===== config.mk =====
export PLATFORM = sky130hd
export DESIGN_NAME = serial_transmitter_async_sync
export DESIGN_NICKNAME = d
export VERILOG_FILES = /design/src/serial_tx_pkg.sv /design/src/serial_transmitter_async_sync.sv
export SDC_FILE = /design/constraint.sdc
export NUM_CORES = 1
export LEC_CHECK = 0
export BUFFER_PORTS_ARGS = -buffer_cell sky130_fd_sc_hd__buf_2
export CORE_ASPECT_RATIO = 0.7
export CORE_MARGIN = 2
export CORE_UTILIZATION = 64
export CTS_BUF_LIST = sky130_fd_sc_hd__clkbuf_2 sky130_fd_sc_hd__clkbuf_4 sky130_fd_sc_hd__clkbuf_8
export DETAILED_ROUTE_END_ITERATION = 10
export GPL_TIMING_DRIVEN = 0
export HOLD_SLACK_MARGIN = 0.06
export PLACE_DENSITY_LB_ADDON = 0.05
export SLEW_MARGIN = 20
export SYNTH_ARGS = -nofsm -noshare
export SYNTH_HDL_FRONTEND = slang
export SYNTH_SLANG_ARGS = --single-unit

===== constraint.sdc =====
create_clock -name clk -period 3.95 [get_ports clk]
set_clock_uncertainty 0.15 [all_clocks]
set_input_delay 0.1975 -clock clk [delete_from_list [all_inputs] [get_ports clk]]
set_output_delay 0.1975 -clock clk [all_outputs]
set_load 0.05 [all_outputs]

===== src/serial_tx_pkg.sv =====
// constants and carrier types for the serial transmitter
package serial_tx_pkg;

	// ==========================================================
	// timing
	localparam int          CLOCK_MHZ        = 250;
	localparam int          INSTR_CYCLE_NS   = 16;
	localparam int          INSTR_CLKS       = (INSTR_CYCLE_NS * CLOCK_MHZ) / 1000;
	localparam logic [1:0]  INSTR_LAST       = 2'(INSTR_CLKS - 1);
	localparam logic [1:0]  CLEAR_DELAY      = 2'h2;

	// ==========================================================
	// oversampling and frame
	localparam logic [6:0]  OVS_SLOW         = 7'h40;
	localparam logic [6:0]  OVS_FAST         = 7'h10;
	localparam logic [3:0]  LAST_BIT_EIGHT   = 4'h7;
	localparam logic [3:0]  LAST_BIT_NINE    = 4'h8;
	localparam logic [8:0]  SHIFT_RESET      = 9'h000;
	localparam logic [15:0] DIVISOR_RESET    = 16'h0000;

	// ==========================================================
	// carrier types
	typedef struct packed {
		logic       serial_port_enable;
		logic       clocked_mode_select;
		logic       clock_source_select;
		logic       transmit_enable_bit;
		logic       nine_bit_transmit_enable;
		logic       ninth_transmit_bit;
		logic       high_speed_select;
		logic       wide_divider_select;
		logic       clock_polarity_select;
		logic       transmit_interrupt_enable;
		logic [7:0] baud_divisor_high;
		logic [7:0] baud_divisor_low;
	} serial_cfg_s;

	typedef struct packed {
		logic transmit_empty_flag;
		logic transmit_irq;
		logic shift_empty_status;
		logic transmit_active;
	} serial_status_s;

	typedef enum logic [2:0] {
		ST_IDLE,
		ST_LOAD,
		ST_START,
		ST_DATA,
		ST_STOP
	} tx_state_e;

endpackage : serial_tx_pkg


===== src/serial_transmitter_async_sync.sv =====
// transmit half of the serial port: asynchronous frames and synchronous master
`timescale 1ns/10ps

// Function
// - clocked-mode select clear means asynchronous mode
// - frame: start, eight or nine data, stop
// - least significant bit first, shared format
// - divisor is low byte or high:low
// - sixteen or sixty-four ticks per bit
// - no parity; ninth bit sent as given
// - asynchronous reload only after stop bit sent
// - flag set always, cleared only by write
// - cleared flag visible second instruction cycle
// - interrupt request gated by its enable
// - shift-empty status while shift register empty
// - setting transmit enable sets the flag
// - ninth bit sent last when enabled
// - clock source and clocked mode: master
// - synchronous mode half duplex, transmit waits for reception
// - master drives the shift clock line
// - polarity select sets clock idle level
// - synchronous reload right after last bit
module serial_transmitter_async_sync (
	input  wire logic                          clk,
	input  wire logic                          rstn,
	input  wire logic                          ce,
	input  wire serial_tx_pkg::serial_cfg_s    cfg,
	input  wire logic                          holding_write,
	input  wire logic [7:0]                    holding_data,
	input  wire logic                          receive_active,
	output serial_tx_pkg::serial_status_s      status,
	output logic                               transmit_pin_out,
	output logic                               transmit_pin_oe,
	output logic                               data_pin_out,
	output logic                               data_pin_oe
);
	import serial_tx_pkg::*;

	// ==========================================================
	// declarations
	tx_state_e   state;
	logic [1:0]  instr_cnt;
	logic        instr_tick;
	logic [15:0] baud_cnt;
	logic        baud_tick;
	logic [6:0]  ovs_cnt;
	logic        bit_end;
	logic        first_half;
	logic [3:0]  bit_idx;
	logic        last_bit;
	logic [8:0]  shift;
	logic [7:0]  holding;
	logic        holding_ninth;
	logic        holding_full;
	logic        empty_flag;
	logic [1:0]  clear_wait;
	logic        enable_prev;
	logic        enable_rise;
	logic        load_done;
	logic        sync_mode;
	logic        run;
	logic        can_start;
	logic        shift_empty;
	logic        pin_a;
	logic        pin_b;

	// ==========================================================
	// helpers
	function automatic logic [15:0] divisor(input serial_cfg_s c);
		divisor = c.wide_divider_select ? {c.baud_divisor_high, c.baud_divisor_low}
			: {8'h00, c.baud_divisor_low};
	endfunction : divisor

	// high-speed select is ignored in synchronous mode
	function automatic logic [6:0] oversample(input serial_cfg_s c, input logic sync);
		oversample = (sync || c.high_speed_select || c.wide_divider_select)
			? OVS_FAST : OVS_SLOW;
	endfunction : oversample

	// ==========================================================
	// mode decode
	assign sync_mode = cfg.clocked_mode_select;
	// clocked mode without clock source is slave mode, which is not built
	assign run = cfg.serial_port_enable && cfg.transmit_enable_bit
		&& (!sync_mode || cfg.clock_source_select);
	assign can_start = run && holding_full && !(sync_mode && receive_active);
	assign last_bit = (bit_idx == (cfg.nine_bit_transmit_enable ? LAST_BIT_NINE
		: LAST_BIT_EIGHT));
	assign first_half = (ovs_cnt < (oversample(cfg, sync_mode) >> 1));
	assign bit_end = baud_tick && (ovs_cnt == 7'(oversample(cfg, sync_mode) - 7'h01));
	assign enable_rise = cfg.transmit_enable_bit && !enable_prev;

	// ==========================================================
	// instruction cycle
	assign instr_tick = (instr_cnt == INSTR_LAST);

	always_ff @(posedge clk or negedge rstn)
	begin
		if (!rstn)
			instr_cnt <= 2'h0;
		else if (ce)
			instr_cnt <= instr_tick ? 2'h0 : 2'(instr_cnt + 2'h1);
	end

	// ==========================================================
	// baud generator, restarted at each load so the first bit is full length
	assign baud_tick = (baud_cnt == 16'h0000);

	always_ff @(posedge clk or negedge rstn)
	begin
		if (!rstn)
			baud_cnt <= DIVISOR_RESET;
		else if (ce)
		begin
			if (state == ST_IDLE || state == ST_LOAD || baud_tick)
				baud_cnt <= divisor(cfg);
			else
				baud_cnt <= 16'(baud_cnt - 16'h0001);
		end
	end

	always_ff @(posedge clk or negedge rstn)
	begin
		if (!rstn)
			ovs_cnt <= 7'h00;
		else if (ce)
		begin
			if (state == ST_IDLE || state == ST_LOAD || bit_end)
				ovs_cnt <= 7'h00;
			else if (baud_tick)
				ovs_cnt <= 7'(ovs_cnt + 7'h01);
		end
	end

	// ==========================================================
	// holding register; a write while full overwrites the waiting word
	always_ff @(posedge clk or negedge rstn)
	begin
		if (!rstn)
		begin
			holding       <= 8'h00;
			holding_ninth <= 1'b0;
		end
		else if (ce && holding_write)
		begin
			holding       <= holding_data;
			holding_ninth <= cfg.ninth_transmit_bit;
		end
	end

	always_ff @(posedge clk or negedge rstn)
	begin
		if (!rstn)
			holding_full <= 1'b0;
		else if (ce)
		begin
			if (holding_write)
				holding_full <= 1'b1;
			else if (load_done)
				holding_full <= 1'b0;
		end
	end

	// ==========================================================
	// transmit-empty flag; software has no direct clear
	always_ff @(posedge clk or negedge rstn)
	begin
		if (!rstn)
			enable_prev <= 1'b0;
		else if (ce)
			enable_prev <= cfg.transmit_enable_bit;
	end

	always_ff @(posedge clk or negedge rstn)
	begin
		if (!rstn)
			clear_wait <= 2'h0;
		else if (ce)
		begin
			if (holding_write)
				clear_wait <= CLEAR_DELAY;
			else if (instr_tick && clear_wait != 2'h0)
				clear_wait <= 2'(clear_wait - 2'h1);
		end
	end

	// set wins over the delayed clear
	always_ff @(posedge clk or negedge rstn)
	begin
		if (!rstn)
			empty_flag <= 1'b0;
		else if (ce)
		begin
			if (load_done || enable_rise)
				empty_flag <= 1'b1;
			else if (instr_tick && clear_wait == 2'h1 && holding_full)
				empty_flag <= 1'b0;
		end
	end

	// ==========================================================
	// transmit sequencer
	always_comb
	begin
		load_done = 1'b0;
		if (run && state == ST_LOAD && instr_tick)
			load_done = 1'b1;
		else if (run && state == ST_DATA && bit_end && last_bit && sync_mode && can_start)
			load_done = 1'b1;
	end

	always_ff @(posedge clk or negedge rstn)
	begin
		if (!rstn)
			state <= ST_IDLE;
		else if (ce)
		begin
			if (!run)
				state <= ST_IDLE;
			else
			begin
				unique case (state)
					ST_IDLE:
						if (can_start)
							state <= ST_LOAD;
					ST_LOAD:
						if (instr_tick)
							state <= sync_mode ? ST_DATA : ST_START;
					ST_START:
						if (bit_end)
							state <= ST_DATA;
					ST_DATA:
						if (bit_end && last_bit)
						begin
							if (!sync_mode)
								state <= ST_STOP;
							else if (!can_start)
								state <= ST_IDLE;
						end
					ST_STOP:
						if (bit_end)
							state <= can_start ? ST_LOAD : ST_IDLE;
				endcase
			end
		end
	end

	always_ff @(posedge clk or negedge rstn)
	begin
		if (!rstn)
			bit_idx <= 4'h0;
		else if (ce)
		begin
			if (load_done)
				bit_idx <= 4'h0;
			else if (state == ST_DATA && bit_end)
				bit_idx <= 4'(bit_idx + 4'h1);
		end
	end

	// no parity is formed; the ninth bit goes out exactly as written
	always_ff @(posedge clk or negedge rstn)
	begin
		if (!rstn)
			shift <= SHIFT_RESET;
		else if (ce)
		begin
			if (load_done)
				shift <= {holding_ninth, holding};
			else if (state == ST_DATA && bit_end)
				shift <= {1'b0, shift[8:1]};
		end
	end

	always_ff @(posedge clk or negedge rstn)
	begin
		if (!rstn)
			shift_empty <= 1'b1;
		else if (ce)
			shift_empty <= !run || (state == ST_IDLE) || (state == ST_LOAD && !instr_tick)
				|| (state == ST_STOP && bit_end);
	end

	// ==========================================================
	// pins; the transmit pin carries async data or the master clock
	always_comb
	begin
		pin_a = 1'b1;
		// data holds after a word so it never moves with the clock at idle
		pin_b = data_pin_out;
		if (sync_mode)
		begin
			pin_a = cfg.clock_polarity_select;
			if (state == ST_DATA)
			begin
				pin_a = first_half ? !cfg.clock_polarity_select
					: cfg.clock_polarity_select;
				pin_b = shift[0];
			end
		end
		else
		begin
			unique case (state)
				ST_START: pin_a = 1'b0;
				ST_DATA:  pin_a = shift[0];
				default:  pin_a = 1'b1;
			endcase
		end
	end

	always_ff @(posedge clk or negedge rstn)
	begin
		if (!rstn)
		begin
			transmit_pin_out <= 1'b1;
			transmit_pin_oe  <= 1'b0;
			data_pin_out     <= 1'b0;
			data_pin_oe      <= 1'b0;
		end
		else if (ce)
		begin
			transmit_pin_out <= pin_a;
			transmit_pin_oe  <= cfg.serial_port_enable
				&& (!sync_mode || cfg.clock_source_select);
			data_pin_out     <= pin_b;
			data_pin_oe      <= run && sync_mode;
		end
	end

	// ==========================================================
	// status
	assign status.transmit_empty_flag = empty_flag;
	assign status.transmit_irq        = empty_flag && cfg.transmit_interrupt_enable;
	assign status.shift_empty_status  = shift_empty;
	assign status.transmit_active     = sync_mode && !shift_empty;

endmodule : serial_transmitter_async_sync


## Yosys cells after proc, flatten, opt, wreduce, memory -nomap -nowiden

Cells that the tools add are included.

- Add/sub/neg operators: 6
- $lt $le $gt $ge: 1
- Reduce and logical (&&, ||, !) cells: 58
- Eq/ne operators: 14
- Muxes and demuxes: 34

Operators with widths:

| cell | count |
|---|---|
| $mux 16 | 2 |
| $logic_and 1x1->1 | 26 |
| $mux 3 | 8 |
| $mux 7 | 3 |
| $mux 9 | 2 |
| $logic_not 16->1 | 1 |
| $sub 16x1->16 const B | 1 |
| $ne 3x3->1 const B | 5 |
| $pmux 3 s5 | 1 |
| $mux 4 | 3 |
| $reduce_bool 2->1 | 6 |
| $mux 1 | 11 |
| $logic_or 1x1->1 | 10 |
| $reduce_and 2->1 | 5 |
| $add 7x1->7 const B | 1 |
| $eq 7x7->1 | 1 |
| $logic_not 1->1 | 7 |
| $lt 7x6->1 | 1 |
| $reduce_and 7->1 | 1 |
| $sub 7x1->7 const B | 1 |
| $eq 3x2->1 const B | 2 |
| $mux 2 | 3 |
| $add 4x1->4 const B | 1 |
| $eq 4x4->1 | 1 |
| other kinds (10) | 10 |

- Input bits: 39
- Flip-flop bits (word level): 60

## Logic depth before layout (Yosys ltp)

Gate-level depths: netlist of the first run.

- Word-level depth: 15
- Depth in mapped cells: 10
- Gate-level depth less buffers: 8

## Worst setup path before layout of the first run

No wires, ideal clock.

- Path kind: input -> register
- Start: in cfg[24] in the netlist's numbering
- End: reg state[0]
- Cell stages on the path: 8
- Path slack: 1.498 ns
- Arrival: 2.174 ns
- Library setup time: 0.128 ns
- Buffers on the path: 1
- Path through: clkbuf_1 > or3_1 > ha_1 > nand3b_1 > or3_1 > o22ai_2 > nand2_1 > mux2_1

- Cells in the longest elaborated chain, start to end: 9
- Elaborated cells on any way between the ends: 29
- Those cells by class: add/sub (1); eq/ne (7); mux (9); reduce/logical (12)

Ends and longest elaborated chain:

| element | RTL line | source |
|---|---|---|
| from (decl) | serial_transmitter_async_sync.sv:27 | `input wire serial_tx_pkg::serial_cfg_s cfg,` |
| $logic_or 1x1->1 or $logic_not 1->1 (tied branches) | serial_transmitter_async_sync.sv:76, serial_transmitter_async_sync.sv:85 |  |
| $logic_or 1x1->1, on equally long branches | serial_transmitter_async_sync.sv:76, serial_transmitter_async_sync.sv:85 |  |
| $mux 7 or $logic_and 1x1->1 (tied branches) | serial_transmitter_async_sync.sv:77, serial_transmitter_async_sync.sv:85 |  |
| $sub 7x1->7 or $logic_and 1x1->1 (tied branches) | serial_transmitter_async_sync.sv:90, serial_transmitter_async_sync.sv:86 |  |
| $eq 7x7->1 or $logic_and 1x1->1 (tied branches) | serial_transmitter_async_sync.sv:90, serial_transmitter_async_sync.sv:86 |  |
| $logic_and 1x1->1 or $mux 1 (tied branches) | serial_transmitter_async_sync.sv:90, serial_transmitter_async_sync.sv:242 |  |
| $logic_and 1x1->1 or $mux 3 (tied branches) | serial_transmitter_async_sync.sv:233, serial_transmitter_async_sync.sv:241 |  |
| $ne 3x3->1 (no source line) or $pmux 3 s5 (tied branches) | n/a |  |
| $reduce_and 7->1 (no source line) or $mux 3 (tied branches) | n/a |  |
| to (signal assigned) | serial_transmitter_async_sync.sv:228 | `state <= sync_mode ? ST_DATA : ST_START;` |
| to (signal assigned) | serial_transmitter_async_sync.sv:242 | `state <= can_start ? ST_LOAD : ST_IDLE;` |
| to (decl) | serial_transmitter_async_sync.sv:41 | `tx_state_e state;` |

Parallel ways exist; a longest one is shown, timed or not. The select of a mux whose other input is x is not followed.
A chain may end at the register's enable or synchronous reset.

## Worst setup path after layout of the first run

- Start: reg baud_cnt[0]
- End: reg shift[5]

- Cells in the longest elaborated chain, start to end: 10
- Elaborated cells on any way between the ends: 12
- Those cells by class: mux (3); reduce/logical (9)

Ends and longest elaborated chain:

| element | RTL line | source |
|---|---|---|
| from (decl) | serial_transmitter_async_sync.sv:44 | `logic [15:0] baud_cnt;` |
| from (signal assigned) | serial_transmitter_async_sync.sv:116 | `baud_cnt <= divisor(cfg);` |
| from (signal assigned) | serial_transmitter_async_sync.sv:118 | `baud_cnt <= 16'(baud_cnt - 16'h0001);` |
| $logic_not 16->1 * | serial_transmitter_async_sync.sv:107 | `assign baud_tick = (baud_cnt == 16'h0000);` |
| $logic_and 1x1->1 * | serial_transmitter_async_sync.sv:90 | `assign bit_end = baud_tick && (ovs_cnt == 7'(oversample(cfg, sync_mode) - 7'h01));` |
| $logic_and 1x1->1 (4 in a row) | serial_transmitter_async_sync.sv:208 | `else if (run && state == ST_DATA && bit_end && last_bit && sync_mode && can_start)` |
| $mux 1 | serial_transmitter_async_sync.sv:208 |  |
| $mux 1 | serial_transmitter_async_sync.sv:206 | `if (run && state == ST_LOAD && instr_tick)` |
| $reduce_bool 2->1 (no source line) | n/a |  |
| $reduce_and 2->1 (no source line) | n/a |  |
| to (signal assigned) | serial_transmitter_async_sync.sv:269 | `shift <= {holding_ninth, holding};` |
| to (signal assigned) | serial_transmitter_async_sync.sv:271 | `shift <= {1'b0, shift[8:1]};` |
| to (decl) | serial_transmitter_async_sync.sv:51 | `logic [8:0] shift;` |

Every way passes the cells marked *; elsewhere a longest branch is shown, timed or not.

==> run_results.csv, run 1 <==
group,metric,value,unit
setup_path,critPathCaptureType,"register",
setup_path,max_stage_delay,550,ps
synth,synthArstFlopShare,1.00,
clock_tree,htree_levels,3,
clock_tree,cts_root_buf,"clkbuf_8",
clock_tree,clk_pin_slew,70,ps
cells_and_area,antenna_cells,0,
clock_tree,cts_buffers,9,
sta,maxSlewViolCount,0,
synth,yosysWarnings,0,
synth,ys.flop_type,"dfrtp_1",
setup_path,critPathArrivalTime,3020,ps
sta,slew_headroom,0.428,
global_routing,grt_max_degree,61,
detailed_routing,vias_per_cell,6.09,
power,ir_worst_vdd,0.333,mV
global_routing,gr-usage-met3,0.0919,
sta,finalCriticalPeriod,2970,ps
floorplan,die_w,90.7,µm
detailed_routing,firstDrtPassIters,5,
outcome,status,"complete, no violations",
synth,postSynthAreaPerCell,9.20,µm²
detailed_routing,vias,3201,
placement,place_area,3680,µm²
detailed_routing,final_antenna_net_count,0,
hold_path,min-delay-start,"cfg[13]",
sta,fmax,0.337,GHz
synth,synth_edf_count,0,
global_routing,grt_antenna_before_repair,0,
synth,synth-seq-cells,60,
setup_path,required,4000,ps
clock_tree,cts.path.max_buffers,2,
sta,rsz0062_at_grt,"false",
setup_path,path_cells,"inv_1 > ha_1 > nor4b_1 > nand4b_4 > nor4_4 > nor2_2 > clkbuf_1 > buf_2 > nand2_1 > o21ai_0",
setup_path,path_class,"register to register",
floorplan,core,5150,µm²
global_routing,met2_usage,0.493,
cells_and_area,final_layout_size_suffix_gt1_frac,0.209,
setup_path,startpoint,"baud_cnt[0]",
floorplan,fp.dieH,64.7,µm
global_routing,grt_pass1_vias,3094,
sta,hold_viol_final,0,
floorplan,dieArea,5860,µm²
hold_path,hp-class,"input port to register",
cells_and_area,final_common_cell,"dfrtp_1",
setup_path,crit_path_start_kind,"register",
global_routing,busiest_layer,"met2",
placement,dp_hpwl,5730,µm
detailed_routing,wire_per_inst,16.4,µm
sta,worstMarginPinSlew,851,ps
cells_and_area,mostFrequentLayoutCells,"dfrtp_1 (58), nand2_1 (49), buf_2 (46), o21ai_0 (37), nor2_1 (30)",
global_routing,overflow,0,
flow_run,max_cap_viol_count,0,
synth,synth_cell_types,57,
synth,synthCells,366,
detailed_routing,drt_iter0_drc,262,
detailed_routing,drc_errors,0,
clock_tree,cts_tree,"yes",
cells_and_area,final_area,4180,µm²
detailed_routing,drt_wl_total,8620,µm
cells_and_area,nets,496,
clock_tree,clock_sinks,60,
setup_path,critPathSlowestCell,"nor4_4",
global_routing,grt_util_met1,0.436,
clock_tree,cts_resized,0,
synth,synth-seq-area-share,0.447,
synth,syn_area,3370,µm²
setup_path,cp_max_fo,10,
floorplan,start_util,0.654,
placement,gp_congestion,0.874,
floorplan,io_pins,47,
power,leakagePower,1.87,nW
cells_and_area,synthToLayoutAreaGrowth,24.2,%
sta,setup_tns,0,ps
synth,syn-num-nets,413,
placement,port_buffers,44,
floorplan,fp-row-count,22,
global_routing,grt_pass1_wl,14500,µm
sta,finalSetupViolCount,0,
power,pwr_density_cell,396,nW/µm²
sta,finalCritPeriodShare,0.751,
global_routing,gr-usage-all-layers,0.321,
setup_path,r2r-start,"baud_cnt[0]",
clock_tree,insertion_delay,340,ps
area by class of cell:
type / instances / area [µm²]
multi-input cells: 276 / 1740
flip-flops and latches: 60 / 1500
fillers: 342 / 968
repair buffers: 72 / 503
clock buffers: 11 / 145
plain buffers: 21 / 90.1
well taps: 72 / 90.1
clock inverters: 5 / 75.1
inverters: 9 / 33.8
where the power goes:
part	leakage, nW	switching (mW)	internal, mW
clock network	0.116	0.240	0.376
registers	0.756	0.0485	0.676
logic	1.00	0.178	0.137
total	1.87	0.466	1.19
flip-flops by register name (all words and copies together), names as in the netlist:
name / count
holding_full: 1
data_pin_out: 1
shift_empty: 1
holding: 8
shift: 9
empty_flag: 1
holding_ninth: 1
instr_cnt: 2
data_pin_oe: 1
bit_idx: 4
state: 3
clear_wait: 2
ovs_cnt: 7
enable_prev: 1
baud_cnt: 16
transmit_pin_oe: 1
transmit_pin_out: 1
critical path: cells and delay by family (launching register included):
kind	cells	cell delay [ps]
flip-flops	1	410
AND/OR/NAND/NOR	5	1370
AO/OA/AOI/OAI	1	80
adder cells (fa/ha/maj)	1	180
buffers and inverters	3	630
stage by stage:
step           hold WS (ps)  worst slack, ps  total power, mW   util  std cells
2_1_floorplan          -248             1500            0.928      -        366
3_3_place_gp            279             1080             1.01  0.714        482
3_5_place_dp            162             1030             1.02  0.715        482
4_1_cts                72.9             1020             1.66  0.812        526
5_1_grt                97.8              786             1.74  0.812        526
6_report               84.8              982             1.66  0.812        526
worst paths after layout:
| kind | endpoint | slack, ps | depth (start not counted) |
|---|---|---|---|
| min in group asynchronous | ovs_cnt[3] | 300 | 2 |
| max in group asynchronous | bit_idx[2] | 2830 | 2 |
| hold / removal | baud_cnt[13] | 80 | 3 |
| hold reg to reg | shift[1] | 340 | 2 |
| setup reg to reg | shift[5] | 980 | 10 |
| setup / recovery | shift[5] | 980 | 10 |
timing repair:
action,CTS,global route
buffers inserted,0,0
hold buffers,28,0
endpoints found under the hold margin,85,0
layer usage:
layer,share of wire,vias up
li1,-,1498
met1,0.45,1551
met2,0.46,133
met3,0.066,19
met4,0.020,0
met5,0,-
cell families after synthesis:
group	share of synthesized area
muxes	0.0595
DFF	0.447
buffers and inverters	0.0368
and+or+nand+nor	0.227
xor gates and xnor gates	0.00521
AOI/OAI and AO/OA	0.195
adders and majority gates	0.0297
synthesized netlist by cell type, drive strengths merged, types with 9 or more instances:
cell / n / share of area
inv: 9 / 0.010
mux2: 16 / 0.054
clkbuf: 13 / 0.014
nand2: 49 / 0.055
dfrtp: 58 / 0.43
nand3: 11 / 0.016
nor2: 31 / 0.035
o21ai: 39 / 0.059
a22o: 12 / 0.031
nor3: 10 / 0.016
a21oi: 19 / 0.028
No activity file was read; power rests on OpenSTA's default activity.
==> run 2: changes to the inputs <==
--- a/config.mk
+++ b/config.mk
@@ -8,7 +8,7 @@
 export BUFFER_PORTS_ARGS = -buffer_cell sky130_fd_sc_hd__buf_2
 export CORE_ASPECT_RATIO = 0.7
 export CORE_MARGIN = 2
-export CORE_UTILIZATION = 64
+export CORE_UTILIZATION = 54
 export CTS_BUF_LIST = sky130_fd_sc_hd__clkbuf_2 sky130_fd_sc_hd__clkbuf_4 sky130_fd_sc_hd__clkbuf_8
 export DETAILED_ROUTE_END_ITERATION = 10
 export GPL_TIMING_DRIVEN = 0
==> constraint.sdc (replaced) <==
create_clock -name clk -period 2.7 [get_ports clk]
set_clock_uncertainty 0.15 [all_clocks]
set_input_delay 0.135 -clock clk [delete_from_list [all_inputs] [get_ports clk]]
set_output_delay 0.135 -clock clk [all_outputs]
set_load 0.05 [all_outputs]
==> run 2 against run 1 <==
Net effect: combinational power up 47%; clock-buffer cell count decreased by 2; global-route usage shrank 5.5 points; largest cell class unchanged; critical path depth decreased by 4; wire length increased by 1.3%; non-clock buffer count is 2 higher; maximum frequency up 12%; final cell count rose by 1.5%; via count decreased by 1.9%; critical endpoint is now state[0]; die area rose by 17%; critical path type unchanged; power rose by 38%.
==> run_results.csv, run 2 (synthesized netlist as in run 1, its figures left out) <==
group,metric,value,unit
floorplan,core,6130,µm²
global_routing,gr-usage-all-layers,0.266,
cells_and_area,utilization,0.687,
cells_and_area,mostFrequentLayoutCells,"dfrtp_1 (58), nand2_1 (49), buf_2 (46), o21ai_0 (37), dlygate4sd3_1 (32)",
hold_path,hp-class,"input port to register",
clock_tree,insertion_delay,360,ps
power,design_power_total,2.29,mW
placement,gp_congestion,0.904,
sta,finalCritPeriodShare,0.978,
clock_tree,clock_sinks,60,
floorplan,fp.dieH,70.1,µm
detailed_routing,firstDrtPassIters,5,
sta,maxSlewViolCount,0,
power,leakagePower,1.87,nW
power,switchingPower,0.752,mW
cells_and_area,reg_top3,"baud_cnt (16), shift (9), holding (8)",
setup_path,crit_path_start_kind,"register",
setup_path,required,2780,ps
sta,rsz0062_at_grt,"false",
setup_path,max_stage_delay,600,ps
clock_tree,htree_levels,3,
clock_tree,cts_tree,"yes",
setup_path,path_cells,"or4_4 > nand4b_4 > or3_1 > o22ai_2 > nand2_1 > mux2_1",
global_routing,grt_max_degree,61,
power,p_sw_frac,0.328,
cells_and_area,fillers,523,
detailed_routing,wire_per_inst,16.4,µm
power,seq_power_share,0.466,
power,ir_worst_vdd,0.368,mV
cells_and_area,largest-register,"baud_cnt",
setup_path,critPathCaptureType,"register",
global_routing,grt_pass1_vias,2860,
cells_and_area,nets,498,
detailed_routing,drt_wl_total,8730,µm
detailed_routing,drc_errors,0,
clock_tree,cts_buffers,9,
sta,hold_viol_final,0,
cells_and_area,antenna_cells,0,
setup_path,cp_top_family,"simple AND/OR/NAND/NOR gates",
clock_tree,cts_root_buf,"clkbuf_8",
power,intPower,1.54,mW
flow_run,max_cap_viol_count,0,
sta,finalSetupViolCount,0,
outcome,status,"complete, no violations",
power,p_comb_frac,0.202,
cells_and_area,ff_latch_area,1500,µm²
floorplan,dieArea,6890,µm²
detailed_routing,vias_per_cell,5.88,
sta,slew_headroom,0.484,
cells_and_area,synthToLayoutAreaGrowth,25.1,%
global_routing,overflow,0,
floorplan,fp-row-count,24,
power,pwr_density_cell,544,nW/µm²
setup_path,crit_buf_inv,0,
power,clkPwrFrac,0.331,
detailed_routing,drt_iter0_drc,223,
detailed_routing,vias,3141,
floorplan,io_pins,47,
floorplan,start_util,0.549,
floorplan,die_w,98.4,µm
global_routing,grt_antenna_before_repair,0,
setup_path,regToRegSetupSlack,60,ps
cells_and_area,largest_register_ffs,16,
clock_tree,cts.path.max_buffers,2,
sta,fmax,0.379,GHz
setup_path,cp_max_fo,7,
clock_tree,clk_pin_slew,80,ps
placement,dp_hpwl,5960,µm
cells_and_area,final_common_cell,"dfrtp_1",
placement,port_buffers,44,
setup_path,path_class,"register to register",
detailed_routing,final_antenna_net_count,0,
cells_and_area,final_layout_size_suffix_gt1_frac,0.221,
cells_and_area,multi_input_area,1760,µm²
setup_path,critPathSlowestCell,"or4_4",
sta,worstMarginPinSlew,774,ps
setup_path,critPathArrivalTime,2720,ps
sta,finalCriticalPeriod,2640,ps
global_routing,grt_pass1_wl,14200,µm
[run 2: cell types whose count changed in the layout (fill, tap and decap cells not counted), sizes merged]
cell | before | now
clkinv | 3 | 2
dlygate4sd3 | 28 | 32
inv | 9 | 12
clkbuf | 24 | 20
bufinv | 2 | 0
clkinvlp | 0 | 2
[run 2: final cells by class]
cell class | instances | area share
multi-input combinational | 276 | 0.418
inverter | 9 | 0.00803
tap | 78 | 0.0232
timing repair buffer | 77 | 0.131
clock buffer | 9 | 0.0294
buffer | 18 | 0.0190
clock inverter | 7 | 0.0140
sequential | 60 | 0.357
[run 2: worst paths after layout]
| check | from | cells after the start | endpoint |
|---|---|---|---|
| worst max-delay path | baud_cnt[4] | 6 | state[0] |
| worst min-delay path | ce | 4 | ovs_cnt[1] |
| worst max register to register | baud_cnt[4] | 6 | state[0] |
| worst min register to register | shift[4] | 2 | shift[4] |
| max in group asynchronous | rstn | 2 | baud_cnt[14] |
| min in group asynchronous | rstn | 2 | baud_cnt[10] |
[run 2: layer usage]
layer | routed length [µm] | GRT usage
met3 | 559 | 0.0721
met5 | 0 | 0
met1 | 4340 | 0.415
met2 | 3670 | 0.358
met4 | 154 | 0.0791
[run 2: power by group through the flow]
stage / clock, mW / sequential, mW / combinational [mW]
after global routing: 0.807 / 1.08 / 0.517
final: 0.759 / 1.07 / 0.463
after CTS: 0.772 / 1.06 / 0.466
after floorplan: 0 / 1.07 / 0.288
after detailed placement: 0 / 1.07 / 0.428
after global placement: 0 / 1.07 / 0.409
[run 2: what timing repair did]
action                     4_1_cts  5_1_grt
setup buffers                    1        0
pin swaps                        1        1
resized for setup                1        6
setup endpoints to repair       15       18
hold buffers                    32        0
hold endpoints to repair        90        0
[run 2: tightest hold or removal path, cell delays in order]
cell	delay (ps)
clkbuf_1	190
nand2_1	160
nand2_1	60
o21ai_0	60
[run 2: metrics by stage]
stage               setup slack, ps  cell area [µm²]  instances  setup TNS, ps  hold WS [ps]
floorplan                       283             3370        366              0          -311
global placement               -165             3680        488          -1620           217
detailed placement             -184             3690        488          -1770           111
CTS                            35.6             4200        537              0           118
global route                   8.89             4210        534              0           186
finish                         59.0             4210        534              0           146
